**src/core_mem_pkg.sv**
```systemverilog
// Constants shared by the word-memory controller and its arbiter.
// Assumes a single 100 MHz system clock with synchronous active-high reset.
package core_mem_pkg;
  localparam int DATA_W = 24;
  localparam int WORD_W = 25;
  localparam int PAR_BIT = 24;
  localparam int ADDR_W = 15;
  localparam int PORTS = 4;
  localparam int BANK_WORDS = 4096;
  localparam int MAX_BANKS = 8;
  localparam int BANK_W = 4;
  localparam int SYS_CLK_MHZ = 100;
  localparam int MEM_CLK_MHZ = 10;
  localparam int CYCLE_NS = 1600;
  localparam int ACCESS_NS = 800;
  localparam int TICK_DIV = SYS_CLK_MHZ / MEM_CLK_MHZ;
  localparam int CYCLE_TICKS = CYCLE_NS * MEM_CLK_MHZ / 1000;
  localparam int ACCESS_TICKS = ACCESS_NS * MEM_CLK_MHZ / 1000;
  localparam int TICK_W = 5;
  localparam int DIV_W = 4;
  localparam logic [DIV_W-1:0] DIV_LAST = DIV_W'(TICK_DIV - 1);
  localparam logic [TICK_W-1:0] TICK_SENSE = TICK_W'(ACCESS_TICKS - 1);
  localparam logic [TICK_W-1:0] TICK_LAST = TICK_W'(CYCLE_TICKS - 1);
  localparam logic [TICK_W-1:0] TICK_ZERO = 5'h00;
  typedef enum logic {DIR_READ, DIR_WRITE} dir_t;
endpackage : core_mem_pkg

```
**src/core_mem_control.sv**
```systemverilog
// Word-memory controller: arbitration, multiplexing, parity and cycle timing.
// Assumes request pins are asynchronous and the storage module answers in time.
`timescale 1ns/1ps
`default_nettype none
module core_mem_control
  import core_mem_pkg::*;
#(
  parameter int N = PORTS
) (
  // Clock and reset
  input wire logic sys_clk,
  input wire logic rst,
  // Requesters
  input wire logic [N-1:0] req,
  input wire logic [N-1:0] req_write,
  input wire logic [N*ADDR_W-1:0] req_addr,
  input wire logic [N*DATA_W-1:0] req_wdata,
  output logic [N-1:0] grant,
  output logic [N-1:0] data_ready,
  output logic [N-1:0] release_pulse,
  output logic [DATA_W-1:0] read_data,
  // Configuration and status
  input wire logic [BANK_W-1:0] banks_installed,
  input wire logic halt_on_parity,
  input wire logic supply_fail,
  input wire logic parity_clear,
  output logic parity_error,
  output logic jump_if_no_parity_fault,
  output logic stop_sequencing,
  // Storage module
  output logic mem_start,
  output logic [ADDR_W-1:0] mem_addr,
  output logic mem_word_drive,
  output logic [WORD_W-1:0] mem_bit_drive,
  input wire logic [WORD_W-1:0] mem_sense
);
  typedef enum logic [1:0] {IDLE, GRANT, RUN} phase_t;
  phase_t phase;
  logic [N-1:0] req_s1, req_s2, pick, owner;
  logic any;
  logic [WORD_W-1:0] sense_s1, sense_s2, data_reg;
  logic [DIV_W-1:0] div;
  logic [TICK_W-1:0] tick;
  logic [1:0] power_ok;
  logic strobe, owner_write, parity_bad;
  logic [ADDR_W-1:0] sel_addr, wrap_addr, limit;
  logic [DATA_W-1:0] sel_data;
  logic supply_s1, supply_s2;
  logic [1:0] settle;
  logic last_tick;

  // Two-stage synchronisers for the pins
  always_ff @(posedge sys_clk) begin
    if (rst) begin
      req_s1 <= '0;
      req_s2 <= '0;
      sense_s1 <= '0;
      sense_s2 <= '0;
      supply_s1 <= 1'b0;
      supply_s2 <= 1'b0;
    end else begin
      req_s1 <= req;
      req_s2 <= req_s1;
      sense_s1 <= mem_sense;
      sense_s2 <= sense_s1;
      supply_s1 <= supply_fail;
      supply_s2 <= supply_s1;
    end
  end

  core_mem_arbiter #(.N(N)) core_mem_arbiter_i (
    .req(req_s2),
    .pick(pick),
    .any(any)
  );

  // Mux the owner's address and data
  always_comb begin
    sel_addr = '0;
    sel_data = '0;
    owner_write = 1'b0;
    for (int i = 0; i < N; i++) begin
      if (owner[i]) begin
        sel_addr = req_addr[i*ADDR_W +: ADDR_W];
        sel_data = req_wdata[i*DATA_W +: DATA_W];
        owner_write = req_write[i];
      end
    end
  end

  // Wrap to installed size: 1 to 8 banks of 4096 words
  always_comb begin
    limit = ADDR_W'(BANK_WORDS) * ADDR_W'(banks_installed == '0 ? 1 :
      (banks_installed > BANK_W'(MAX_BANKS) ? MAX_BANKS : banks_installed));
    wrap_addr = (banks_installed >= BANK_W'(MAX_BANKS)) ? sel_addr
      : ADDR_W'(sel_addr % limit);
  end

  // 10 MHz memory-clock tick derived from sys_clk
  always_ff @(posedge sys_clk) begin
    if (rst || phase != RUN) begin
      div <= '0;
    end else if (div == DIV_LAST) begin
      div <= '0;
    end else begin
      div <= div + 1'b1;
    end
  end
  assign strobe = (phase == RUN) && (div == DIV_LAST);

  // The synchronised request lags its pin by two edges, so a requester that
  // drops its line at release still looks busy here; hold off for that long
  assign last_tick = strobe && (tick == TICK_LAST);
  always_ff @(posedge sys_clk) begin
    if (rst) begin
      settle <= '0;
    end else begin
      settle <= {settle[0], last_tick};
    end
  end

  // Cycle sequencer
  // Grant stands from arbitration until release; one owner at a time
  always_ff @(posedge sys_clk) begin
    if (rst) begin
      phase <= IDLE;
      owner <= '0;
      tick <= TICK_ZERO;
      grant <= '0;
      mem_start <= 1'b0;
      mem_addr <= '0;
    end else begin
      mem_start <= 1'b0;
      unique case (phase)
        IDLE: begin
          if (any && settle == '0) begin
            owner <= pick;
            grant <= pick;
            phase <= GRANT;
          end
        end
        GRANT: begin
          mem_addr <= wrap_addr;
          mem_start <= 1'b1;
          tick <= TICK_ZERO;
          phase <= RUN;
        end
        RUN: begin
          if (strobe) begin
            if (tick == TICK_LAST) begin
              phase <= IDLE;
              grant <= '0;
              owner <= '0;
            end else begin
              tick <= tick + 1'b1;
            end
          end
        end
        default: begin
          // Code 3 is never entered; fall back to idle rather than lock up
          phase <= IDLE;
          grant <= '0;
          owner <= '0;
        end
      endcase
    end
  end

  // Power-on hold: word drive stays off until the counter saturates, so a
  // supply that flickers back on cannot fire a half-driven word select
  always_ff @(posedge sys_clk) begin
    if (rst || supply_s2) begin
      power_ok <= '0;
    end else if (!(&power_ok)) begin
      power_ok <= power_ok + 1'b1;
    end
  end

  // Data register and storage drives
  always_ff @(posedge sys_clk) begin
    if (rst) begin
      data_reg <= '0;
      mem_word_drive <= 1'b0;
      mem_bit_drive <= '0;
    end else begin
      if (strobe && tick == TICK_SENSE) begin
        if (owner_write) begin
          data_reg <= {~^sel_data, sel_data};
        end else begin
          data_reg <= sense_s2;
        end
      end
      mem_word_drive <= (phase == RUN) && (&power_ok) && !supply_s2;
      mem_bit_drive <= (phase == RUN && tick > TICK_SENSE) ? data_reg : '0;
    end
  end

  assign parity_bad = ~^sense_s2;

  // Read answer, release and parity status
  // A parity error in the clearing cycle wins, so it cannot slip past
  always_ff @(posedge sys_clk) begin
    if (rst) begin
      data_ready <= '0;
      release_pulse <= '0;
      read_data <= '0;
      parity_error <= 1'b0;
      jump_if_no_parity_fault <= 1'b1;
      stop_sequencing <= 1'b0;
    end else begin
      data_ready <= '0;
      release_pulse <= '0;
      if (strobe && tick == TICK_SENSE && !owner_write) begin
        read_data <= sense_s2[DATA_W-1:0];
        data_ready <= owner;
      end
      if (strobe && tick == TICK_LAST) begin
        release_pulse <= owner;
      end
      if (strobe && tick == TICK_SENSE && !owner_write && parity_bad) begin
        parity_error <= 1'b1;
        jump_if_no_parity_fault <= 1'b0;
        stop_sequencing <= stop_sequencing | halt_on_parity;
      end else if (parity_clear) begin
        parity_error <= 1'b0;
        jump_if_no_parity_fault <= 1'b1;
        stop_sequencing <= 1'b0;
      end
    end
  end

  // Arbitration and cycle framing
  chk_grant_onehot: assert property (@(posedge sys_clk) disable iff (rst)
    $onehot0(grant))
    else $error("more than one grant");
  chk_idle_no_start: assert property (@(posedge sys_clk) disable iff (rst)
    mem_start |-> $past(phase) == GRANT && $past(grant) != '0)
    else $error("start without grant");
  chk_grant_held: assert property (@(posedge sys_clk) disable iff (rst)
    (grant != '0) && ($past(grant) != '0) |-> grant == $past(grant))
    else $error("grant moved mid-cycle");
  chk_settle_gap: assert property (@(posedge sys_clk) disable iff (rst)
    (release_pulse != '0) |-> (grant == '0) [*3])
    else $error("grant before requests settled");
  chk_idle_quiet: assert property (@(posedge sys_clk) disable iff (rst)
    (grant == '0) |=> !mem_word_drive)
    else $error("word drive while idle");
  chk_start_pulse: assert property (@(posedge sys_clk) disable iff (rst)
    mem_start |=> !mem_start)
    else $error("long start");
  chk_cycle_length: assert property (@(posedge sys_clk) disable iff (rst)
    mem_start |-> ##160 (release_pulse != '0))
    else $error("cycle not 1.6 us");
  chk_release_once: assert property (@(posedge sys_clk) disable iff (rst)
    (release_pulse != '0) |=> release_pulse == '0)
    else $error("long release");
  chk_release_owner: assert property (@(posedge sys_clk) disable iff (rst)
    (release_pulse != '0) |-> release_pulse == $past(grant))
    else $error("release to wrong port");
  chk_word_inhibit: assert property (@(posedge sys_clk) disable iff (rst)
    $past(supply_s2) |-> !mem_word_drive)
    else $error("word drive during fail");
  chk_wrap_range: assert property (@(posedge sys_clk) disable iff (rst)
    mem_start && (banks_installed == BANK_W'(1)) |-> mem_addr < ADDR_W'(BANK_WORDS))
    else $error("address outside one bank");
  chk_start_addr: assert property (@(posedge sys_clk) disable iff (rst)
    mem_start && (banks_installed >= BANK_W'(MAX_BANKS)) |-> mem_addr == $past(sel_addr))
    else $error("owner address not routed");

  // Data path and status
  chk_ready_time: assert property (@(posedge sys_clk) disable iff (rst)
    mem_start && !owner_write |-> ##80 (data_ready != '0))
    else $error("late data");
  chk_ready_owner: assert property (@(posedge sys_clk) disable iff (rst)
    (data_ready != '0) |-> data_ready == grant && !owner_write)
    else $error("data ready to wrong port");
  chk_read_word: assert property (@(posedge sys_clk) disable iff (rst)
    (data_ready != '0) |-> read_data == DATA_W'($past(sense_s2)))
    else $error("read word not the sensed word");
  chk_write_word: assert property (@(posedge sys_clk) disable iff (rst)
    strobe && (tick == TICK_SENSE) && owner_write |=> ^data_reg)
    else $error("write word without odd parity");
  chk_write_parity: assert property (@(posedge sys_clk) disable iff (rst)
    (mem_bit_drive != '0) |-> ^mem_bit_drive || !owner_write)
    else $error("even parity written");
  chk_bit_drive: assert property (@(posedge sys_clk) disable iff (rst)
    (mem_bit_drive & ~$past(data_reg)) == '0)
    else $error("stray bit drive");
  chk_bit_idle: assert property (@(posedge sys_clk) disable iff (rst)
    (grant == '0) |=> mem_bit_drive == '0)
    else $error("bit drive while idle");
  chk_parity_set: assert property (@(posedge sys_clk) disable iff (rst)
    (data_ready != '0) && $past(parity_bad) |-> parity_error)
    else $error("bad parity not flagged");
  chk_parity_sticky: assert property (@(posedge sys_clk) disable iff (rst)
    parity_error && !parity_clear |=> parity_error)
    else $error("parity flag lost");
  chk_jnp_mirror: assert property (@(posedge sys_clk) disable iff (rst)
    jump_if_no_parity_fault == !parity_error)
    else $error("jump flag disagrees with error flag");
  chk_halt_follow: assert property (@(posedge sys_clk) disable iff (rst)
    $rose(stop_sequencing) |-> parity_error && $past(halt_on_parity))
    else $error("halt without error");
  chk_stop_hold: assert property (@(posedge sys_clk) disable iff (rst)
    stop_sequencing && !parity_clear |=> stop_sequencing)
    else $error("halt dropped without clear");
endmodule : core_mem_control
`default_nettype wire

```
**src/core_mem_arbiter.sv**
```systemverilog
// Fixed-priority grant for the four requesters of the word memory.
// Assumes requests are already synchronised; port 0 is the arithmetic unit.
`timescale 1ns/1ps
`default_nettype none
module core_mem_arbiter
  import core_mem_pkg::*;
#(
  parameter int N = PORTS
) (
  // Requests and one-hot choice
  input wire logic [N-1:0] req,
  output logic [N-1:0] pick,
  output logic any
);
  always_comb begin
    pick = '0;
    any = 1'b0;
    for (int i = N - 1; i >= 0; i--) begin
      if (req[i]) begin
        pick = '0;
        pick[i] = 1'b1;
        any = 1'b1;
      end
    end
  end
endmodule : core_mem_arbiter
`default_nettype wire

```
**config.mk**
```make
export PLATFORM = sky130hd
export DESIGN_NAME = core_mem_control
export DESIGN_NICKNAME = d
export VERILOG_FILES = /design/src/core_mem_pkg.sv /design/src/core_mem_control.sv /design/src/core_mem_arbiter.sv
export SDC_FILE = /design/constraint.sdc
export NUM_CORES = 1
export LEC_CHECK = 0
export ABC_AREA = 1
export BUFFER_PORTS_ARGS = -buffer_cell sky130_fd_sc_hd__buf_2
export CAP_MARGIN = 20
export CORE_ASPECT_RATIO = 0.75
export CORE_UTILIZATION = 40
export DETAILED_ROUTE_END_ITERATION = 10
export PLACE_DENSITY = 0.62
export SYNTH_ARGS = -nofsm -noshare
export SYNTH_HDL_FRONTEND = slang
export SYNTH_SLANG_ARGS = --single-unit
```
**constraint.sdc**
```tcl
create_clock -name sys_clk -period 12.4 [get_ports sys_clk]
set_input_delay 3.72 -clock sys_clk [delete_from_list [all_inputs] [get_ports sys_clk]]
set_output_delay 3.72 -clock sys_clk [all_outputs]
set_load 0.02 [all_outputs]
```
; ---- After elaboration in Yosys (flattened, before gate mapping)
; Cells that the tools add are included.
[op_classes]
add_sub_neg = 3
multipliers = 0
div = 1
n_lt_le_gt_ge = 3
eq_ne = 10
shift = 0
n_mux = 41
n_bitwise = 5
n_reduce_logical = 28
[op_table]
columns = cell, count
row1 = $mux W24, 4
row2 = $mux W15, 5
row3 = $mux W4, 7
row4 = $mux W25, 1
row5 = $reduce_xnor A25 Y1, 1
row6 = $reduce_xnor A24 Y1, 1
row7 = $mod A15 B15 Y15, 1
row8 = $mux W1, 14
row9 = $pmux W4 S3, 1
row10 = $mux W5, 2
row11 = $pmux W5 S2, 1
row12 = $logic_and A1 B1 Y1, 9
row13 = $ne A2 B2 Y1 const B, 4
row14 = $reduce_or A2 Y1, 4
row15 = $mux W2, 3
row16 = $mux W3, 2
row17 = $pmux W2 S3, 1
row18 = $reduce_and A3 Y1, 2
row19 = $add A5 B1 Y5 const B, 1
row20 = $eq A5 B3 Y1 const B, 1
row21 = $eq A5 B4 Y1 const B, 1
row22 = $gt A5 B3 Y1 const B, 1
row23 = $add A4 B1 Y4 const B, 1
row24 = $eq A4 B4 Y1 const B, 1
row25 = 15 further kinds, 22
[totals]
regBits = 181
latch_bits = 0
ram_bits = 0
rom_bits = 0
in_bits = 198
output_inout_bits = 81
word_cells = 114
memories = 0

; ---- Longest topological paths before layout
; Gate-level depths: netlist (run 1).
[logic_depth]
depth_word = 8
mapped_depth = 29
depth_no_buf = 27

; ---- By module
; A second synthesis (run 1) with hierarchy kept.
[unflattened]
cells_unflattened = 1221
area_unflattened_um2 = 8409.3
[modules_own_cells]
columns = module, instances, cells_each, area_each_um2, seq_area_each_um2
row1 = core_mem_control, 1, 1209, 8358.0, 3623.5
row2 = core_mem_arbiter, 1, 12, 51.3, 0.0

; ---- Worst setup path before layout (run 1)
; No wires, ideal clock.
[synth_timing]
kind = input port to flip-flop
startpoint = input req_addr[29]
endpoint = register mem_addr[13]
setup_ps = 117
arrival_time_ps = 6774
required_ps = 12283
path_slack_ps = 5508
path_stages = 23
path_buffers = 0
cell_sequence = a21oi_1 -> nand2_1 -> o21ai_1 -> nor2_1 -> a21oi_1 -> inv_2 -> ha_1 -> o22ai_1 -> nand2_1 -> o21ai_2 -> ha_1 -> o21a_1 -> o21ai_0 -> nand2_1 -> o21ai_1 -> ha_1 -> inv_1 -> nor2_1 -> nor2_1 -> inv_1 -> a21oi_1 -> o311ai_1 -> a32o_1
[synth_between]
elab_chain_cells = 5
[synth_rtl]
columns = item, line
row1 = from (decl), core_mem_control.sv:16  ; input wire logic [N*ADDR_W-1:0] req_addr,
row2 = $mux W15 (3 in a row), core_mem_control.sv:83  ; if (owner[i]) begin
row3 = $mod A15 B15 Y15, core_mem_control.sv:96  ; : ADDR_W'(sel_addr % limit);
row4 = $mux W15, core_mem_control.sv:95  ; wrap_addr = (banks_installed >= BANK_W'(MAX_BANKS)) ? sel_addr
row5 = to (signal assigned), core_mem_control.sv:143  ; mem_addr <= wrap_addr;
row6 = to (decl), core_mem_control.sv:32  ; output logic [ADDR_W-1:0] mem_addr,
; No other way between the ends.
; A chain may end at the register's enable or synchronous reset.

; ---- Worst setup path after layout (run 1)
[layout_timing]
startpoint = input req_addr[29]
endpoint = register mem_addr[12]
; The elaborated chain is that of the path after synthesis.

==> summary.txt, run 1 <==
Run status
  – Outcome: finished clean

Power and ir drop
  – Switching share of total power: 38.9%
  – Power share of the clock group: 28.9%
  – Seq pwr share: 34.3%
  – Tot Pwr: 1810 uW
  – Leak pwr: 0.00534 uW
  – Switch Pwr: 704 uW
  – Combinational share of power: 36.8%
  – VDD IR max: 79.0 uV
  – Int Pwr: 1100 uW
  – Power Dens Cells: 174 nW/um2

Job
  – MaxCap Viol Count: 0

Yosys
  – Synth area leader: dfxtp_1
  – Synth Flop Type: dfxtp_1
  – Ys async rst share: 0%
  – Synthesis-stage register bit count: 181
  – Synth top area share: 43.6%
  – Largest cells by area after synthesis: dfxtp_1 44%, nand2_1 16%, nor2_1 7.9%, inv_1 7.1%, a21oi_1 4.3%
  – Syn Inst Count: 1,201
  – Syn Std Cell Area: 8300 um2
  – Post-synth cell types: 43
  – Number of synthesized flops with an enable pin: 0
  – Most common cell in the synthesized netlist: nand2_1
  – Yosys warnings: 0
  – Most common library cells after synthesis: 347 x nand2_1, 181 x dfxtp_1, 175 x nor2_1, 156 x inv_1, 72 x a21oi_1
  – Synth Net Count: 1,410
  – Syn avg cell area: 6.91 um2
  – Sequential area share after synthesis: 43.6%

Critical path
  – CP arrival: 7350 ps
  – Critical Path End Type: flip-flop
  – Crit path launch: req_addr[29]
  – Origin of the critical flop-to-flop path: owner[0]
  – Worst EP required: 12,720 ps
  – Critical path peak fanout: 5
  – Crit path kind: input port to flip-flop
  – Setup crit start kind: input port

Layout
  – Final-stage net count: 1,661
  – Fill count: 2,099
  – Layout cells sized above 1: 24.4%
  – Post-layout util: 51.3%
  – Synth-to-Final Area Change: 25.2%

CTS
  – H-tree levels: 4
  – Clock slew at reported path FFs: 80 ps
  – Hold Buf Count CTS: 0
  – Setup Fix Bufs, Post-CTS: 0
  – # clock sinks: 181
  – Root Driver: clkbuf_16
  – Clock Tree Buf Depth: 2
  – Later-pin clock latency in the skew report: 430 ps
  – Cts bufs inserted: 17
  – CTS resizes: 0
  – CTS tree: done

Routing
  – DRC: 0
  – DRT iter0 DRCs: 526
  – Drt via density: 4.66
  – Routed WL: 23.7 mm
  – Post-route ant nets: 0
  – Pre-antenna DRT Iters: 5
  – Vias: 8,042
  – Drt wl/cell: 13.7 um

Timing
  – RSZ-0062 raised after global routing: no
  – Setup TNS: 0 ps
  – Slew of the pin with the lowest slew margin: 941 ps
  – Max Freq: 142 MHz
  – Period utilization: 56.7%
  – Period minus WS final: 7030 ps
  – Setup Skew: 14.6 ps
  – Slew Viols, Final: 0
  – Final Hold Vio Count: 0
  – Worst slew margin: 37.1%
  – Endpoints failing setup: 0
  – Worst Hold Margin: 402 ps

Place
  – DP HPWL: 18.1 mm
  – Gp weighted congestion: 0.856
  – I/O Buffers: 278

Floorplanning
  – Row count: 45
  – Die width: 168 um
  – Core Box Area: 20,300 um2
  – # IOs: 279
  – Initial Util: 41.0%
  – Die area: 21,300 um2
  – Chip height: 127 um

Global routing
  – Initial antenna violation count: 3
  – Total grt overflow: 0
  – Gr usage total: 22.3%
  – Global-route wire length before repair: 37.2 mm
  – Largest net degree at the start of global routing: 61
  – Vias in the first global route: 7,190

Hold path
  – Worst hold path type: flip-flop to flip-flop
  – Hold_sp: supply_s1
-- power by group through the flow --
stage	registers, uW	clock network (uW)	logic (uW)
floorplan	642	0	494
global placement	634	0	644
detailed placement	635	0	661
CTS	621	535	664
global route	625	562	757
finish	621	523	665
-- final cells by class --
| cell class | instances | area [um2] | area share (%) |
|---|---|---|---|
| multi-input combinational | 799 | 3770 | 36.3 |
| sequential | 181 | 3630 | 34.9 |
| timing repair buffer | 286 | 1450 | 14.0 |
| inverter | 167 | 627 | 6.03 |
| clock buffer | 18 | 429 | 4.13 |
| tap | 258 | 323 | 3.11 |
| clock inverter | 14 | 158 | 1.52 |
| antenna | 1 | 2.50 | 0.0241 |
-- final timing paths --
| path | end | slack [ps] | cells past startpoint |
|---|---|---|---|
| worst max-delay path | mem_addr[12] | 5370 | 25 |
| worst max register to register | mem_addr[12] | 7440 | 26 |
| worst min register to register | supply_s2 | 400 | 2 |
| worst min-delay path | supply_s2 | 400 | 2 |
-- placed cells by master, fill, tap and decap left out, types with 2 or more instances in the layout --
cell type,instances
clkinv_4,2
dfxtp_1,178
nand4_1,2
nor2_1,175
nor3_1,7
clkinv_8,3
buf_2,277
o31ai_1,3
o22ai_1,2
o21ai_0,47
or2_2,9
o21ai_1,5
inv_2,10
dfxtp_2,3
a21oi_2,3
clkinvlp_4,2
nor4_1,2
a22oi_1,4
nand2_1,347
ha_1,11
o221ai_1,11
xor2_1,8
inv_1,156
buf_4,9
o32ai_1,2
nand2_2,10
clkbuf_16,17
nand3_1,23
a31oi_1,2
inv_8,6
a21oi_1,72
o211ai_1,13
xnor2_1,18
a221oi_1,11
o21ai_2,2
-- cells by family after synthesis --
kind of cell	Yosys count	synth area share, %
adder cells (fa/ha/maj)	11	1.66
AO/OA/AOI/OAI	183	13.3
XOR/XNOR	26	2.74
flip-flops	181	43.6
buffers and inverters	221	10.9
AND/OR/NAND/NOR	579	27.7
-- through the flow --
stage	cell area [um2]	setup slack [ps]	cells
6_report	10400	5370	1724
5_1_grt	10400	5090	1724
4_1_cts	10400	5480	1722
3_5_place_dp	9790	5030	1690
3_3_place_gp	9790	5160	1689
2_1_floorplan	8300	5510	1201
-- worst max-delay path, cell delays in order --
cell,delay [ps]
buf_2,100
a21oi_1,130
nand2_1,70
o21ai_1,70
nor2_1,60
a21oi_1,170
inv_2,60
ha_1,300
o22ai_1,230
nand2_1,100
o21ai_2,70
ha_1,270
o21a_1,130
o21ai_0,380
nand2_1,110
o21ai_1,130
ha_1,270
inv_1,60
nor2_1,50
nor2_1,150
inv_1,60
a21oi_1,310
nor2_1,110
o211ai_1,190
nand2_1,60
-- layer usage --
metal	wire, um	GRT usage [%]	share of wire [%]	vias to the layer above
li1	-	-	-	4236
met1	11300	30.4	48	3542
met2	10300	35.1	43	239
met3	1750	5.65	7.4	23
met4	327	6.15	1.4	2
met5	10	0	0.042	-
Note: power is estimated with default switching activity, not from simulation.
==> run 2, diff against run 1 <==
--- a/config.mk
+++ b/config.mk
@@ -11,7 +11,7 @@
 export CORE_ASPECT_RATIO = 0.75
 export CORE_UTILIZATION = 40
 export DETAILED_ROUTE_END_ITERATION = 10
-export PLACE_DENSITY = 0.62
+export PLACE_DENSITY = 0.64
 export SYNTH_ARGS = -nofsm -noshare
 export SYNTH_HDL_FRONTEND = slang
 export SYNTH_SLANG_ARGS = --single-unit
==> constraint.sdc (replaced) <==
create_clock -name sys_clk -period 5.8 [get_ports sys_clk]
set_input_delay 1.74 -clock sys_clk [delete_from_list [all_inputs] [get_ports sys_clk]]
set_output_delay 1.74 -clock sys_clk [all_outputs]
set_load 0.02 [all_outputs]
==> run 2 against run 1 <==
  * Worst setup slack worse by 4600 ps
  * Global-route usage about the same
  * Combinational power up 110%
  * Non-clock buffer count unchanged
  * Register-to-register slack worse by 6200 ps
  * Clock skew down 3.1 ps
  * Total power up 110%
  * Sequential power up 120%
  * Utilization down 0.11 points
  * Clock power up 110%
  * Sequential share of layout area up 0.076 points
  * Critical endpoint unchanged
  * Largest power group unchanged
==> summary.txt, run 2 (same netlist as run 1, synthesis figures left out) <==
Place
  – DP HPWL: 18.1 mm (about the same)
  – Cell count after placement: 1,690 (unchanged)
  – I/O Buffers: 278 (unchanged)
  – Gp weighted congestion: 0.874 (+2.1%)

Critical path
  – Setup crit start kind: input port
  – Crit path launch: req_addr[29]
  – CP arrival: 5360 ps (-1990 ps)
  – R2r setup slk: 1210 ps (-6230 ps)
  – Critical path peak fanout: 5 (unchanged)
  – Worst R2R Path Depth: 27 (+3.8%)
  – FF-to-FF End: mem_addr[12]
  – Worst EP required: 6110 ps (-6610 ps)
  – CP peak stage delay: 360 ps (-20 ps)
  – Crit path kind: input port to flip-flop
  – Critical Path End: mem_addr[12]
  – Worst path slowest cell: o21ai_0
  – Origin of the critical flop-to-flop path: owner[0]
  – Critical Path End Type: flip-flop

Layout
  – Post-layout util: 51.2% (-0.11 points)
  – Fill count: 2,105 (+0.29%)
  – Commonest non-fill, non-tap cell in the layout: nand2_1
  – Layout cells sized above 1: 24.4% (unchanged)
  – Synth-to-Final Area Change: 24.9%
  – Final cell count without fillers: 1,725 (+0.058%)
  – Leading cell types in the layout, fill and taps excluded: 347 x nand2_1, 277 x buf_2, 178 x dfxtp_1
  – Final-stage net count: 1,661 (unchanged)

Global routing
  – Global-route wire length before repair: 37.0 mm (-0.69%)
  – Vias in the first global route: 7,080 (-1.5%)
  – Total grt overflow: 0 (unchanged)
  – Gr usage total: 22.3% (about the same)
  – Initial antenna violation count: 2 (-1)
  – Largest net degree at the start of global routing: 106 (+74%)

Timing
  – Endpoints failing setup: 0 (unchanged)
  – Worst Hold Margin: 398 ps (-3.74 ps)
  – Slew of the pin with the lowest slew margin: 1050 ps (+110 ps)
  – Setup TNS: 0 ps (unchanged)
  – Period utilization: 86.9%
  – RSZ-0062 raised after global routing: no
  – Setup Skew: 11.6 ps (-3.06 ps)
  – Worst slew margin: 29.9% (-7.2 points)
  – Final Hold Vio Count: 0 (unchanged)
  – Max Freq: 198 MHz
  – Slew Viols, Final: 0 (unchanged)
  – Period minus WS final: 5040 ps

Routing
  – Routed WL: 23.8 mm (+0.39%)
  – Drt via density: 4.66 (about the same)
  – DR top layer: met4
  – DRC: 0 (unchanged)
  – Met2 routed WL: 9.91 mm (-3.4%)
  – Met3 WL: 1.75 mm (+0.11%)
  – Vias: 8,039 (-0.037%)
  – Post-route ant nets: 0 (unchanged)
  – Pre-antenna DRT Iters: 5 (unchanged)
  – DRT iter0 DRCs: 561 (+6.7%)
  – Met1 Wirelength: 11.7 mm (+3.3%)
  – Drt wl/cell: 13.8 um (+0.33%)

Power and ir drop
  – Tot Pwr: 3840 uW (+110%)
  – Seq pwr share: 34.8% (+0.5 points)
  – Leak pwr: 0.00534 uW (about the same)
  – Combinational share of power: 36.9% (about the same)
  – Power Dens Cells: 370 nW/um2 (+110%)
  – Switch Pwr: 1480 uW (+110%)
  – VDD IR max: 179 uV (+130%)
  – Power share of the clock group: 28.3% (-0.6 points)
  – Switching share of total power: 38.4% (-0.48 points)
  – Int Pwr: 2360 uW (+110%)

CTS
  – CTS tree: done
  – Hold Buf Count CTS: 0 (unchanged)
  – Root Driver: clkbuf_16
  – Setup Fix Bufs, Post-CTS: 0 (unchanged)
  – # clock sinks: 181 (unchanged)
  – Clock slew at reported path FFs: 70 ps (about the same)
  – Clock Tree Buf Depth: 2 (unchanged)
  – H-tree levels: 4 (unchanged)
  – Later-pin clock latency in the skew report: 430 ps (about the same)
  – Cts bufs inserted: 17 (unchanged)
  – CTS resizes: 0 (unchanged)

Hold path
  – Worst hold path type: flip-flop to flip-flop

Floorplanning
  – # IOs: 279 (unchanged)
  – Die width: 168 um (unchanged)
  – Initial Util: 41.0% (unchanged)
  – Die area: 21,300 um2 (unchanged)
  – Row count: 45 (unchanged)
  – Core Box Area: 20,300 um2 (unchanged)
  – Chip height: 127 um (unchanged)

Run status
  – Outcome: finished clean

Job
  – MaxCap Viol Count: 0 (unchanged)
[run 2: cell types whose count changed in the layout (fill, tap and decap cells not counted), moves of 2 or more]
cell / previous run / this run
clkinv_2: 0 / 3
clkinv_8: 3 / 1
clkinvlp_4: 2 / 0
inv_6: 1 / 5
inv_8: 6 / 2
[run 2: layer usage]
layer | GRT usage, % | up-vias
li1 | - | 4239
met1 | 31.5 | 3501
met2 | 33.4 | 272
met3 | 5.59 | 27
met4 | 6.63 | 0
met5 | 0 | -
[run 2: worst min path at each step]
| stage | start | end | slack, ps | cells past startpoint |
|---|---|---|---|---|
| floorplan | req_s1[0] | req_s2[0] | 390 | 2 |
| global placement | sense_s1[16] | sense_s2[16] | 390 | 2 |
| detailed placement | sense_s1[23] | sense_s2[23] | 390 | 2 |
| CTS | sense_s1[23] | sense_s2[23] | 400 | 2 |
| global route | sense_s1[20] | sense_s2[20] | 420 | 2 |
| finish | sense_s1[20] | sense_s2[20] | 400 | 2 |
[run 2: area by class of cell]
| cell class | instances | area (um2) | share of cell area, % |
|---|---|---|---|
| Timing Repair Buffer | 286 | 1460 | 14.1 |
| Clock buffer | 19 | 443 | 4.27 |
| Tap cell | 258 | 323 | 3.11 |
| Clock inverter | 13 | 115 | 1.11 |
| Multi-Input combinational cell | 799 | 3770 | 36.4 |
| Sequential cell | 181 | 3630 | 35.0 |
| Inverter | 167 | 627 | 6.05 |
| Antenna cell | 2 | 5.00 | 0.0483 |
[run 2: stage by stage]
step	cell area [um2]	setup slack, ps
finish	10400	759
global route	10400	359
global placement	9790	578
CTS	10400	818
detailed placement	9790	381
floorplan	8300	888
[run 2: power by group through the flow]
stage / clock network, uW / logic (uW) / registers, uW
floorplan: 0 / 1060 / 1370
global placement: 0 / 1370 / 1360
detailed placement: 0 / 1400 / 1360
CTS: 1110 / 1410 / 1330
global route: 1160 / 1630 / 1340
finish: 1090 / 1420 / 1340
[run 2: worst max-delay path, delay by kind of cell]
kind | cells | cell delay [ps]
simple gates | 8 | 680
compound gates | 10 | 1780
fa+ha+maj | 3 | 860
buf+inv | 4 | 300
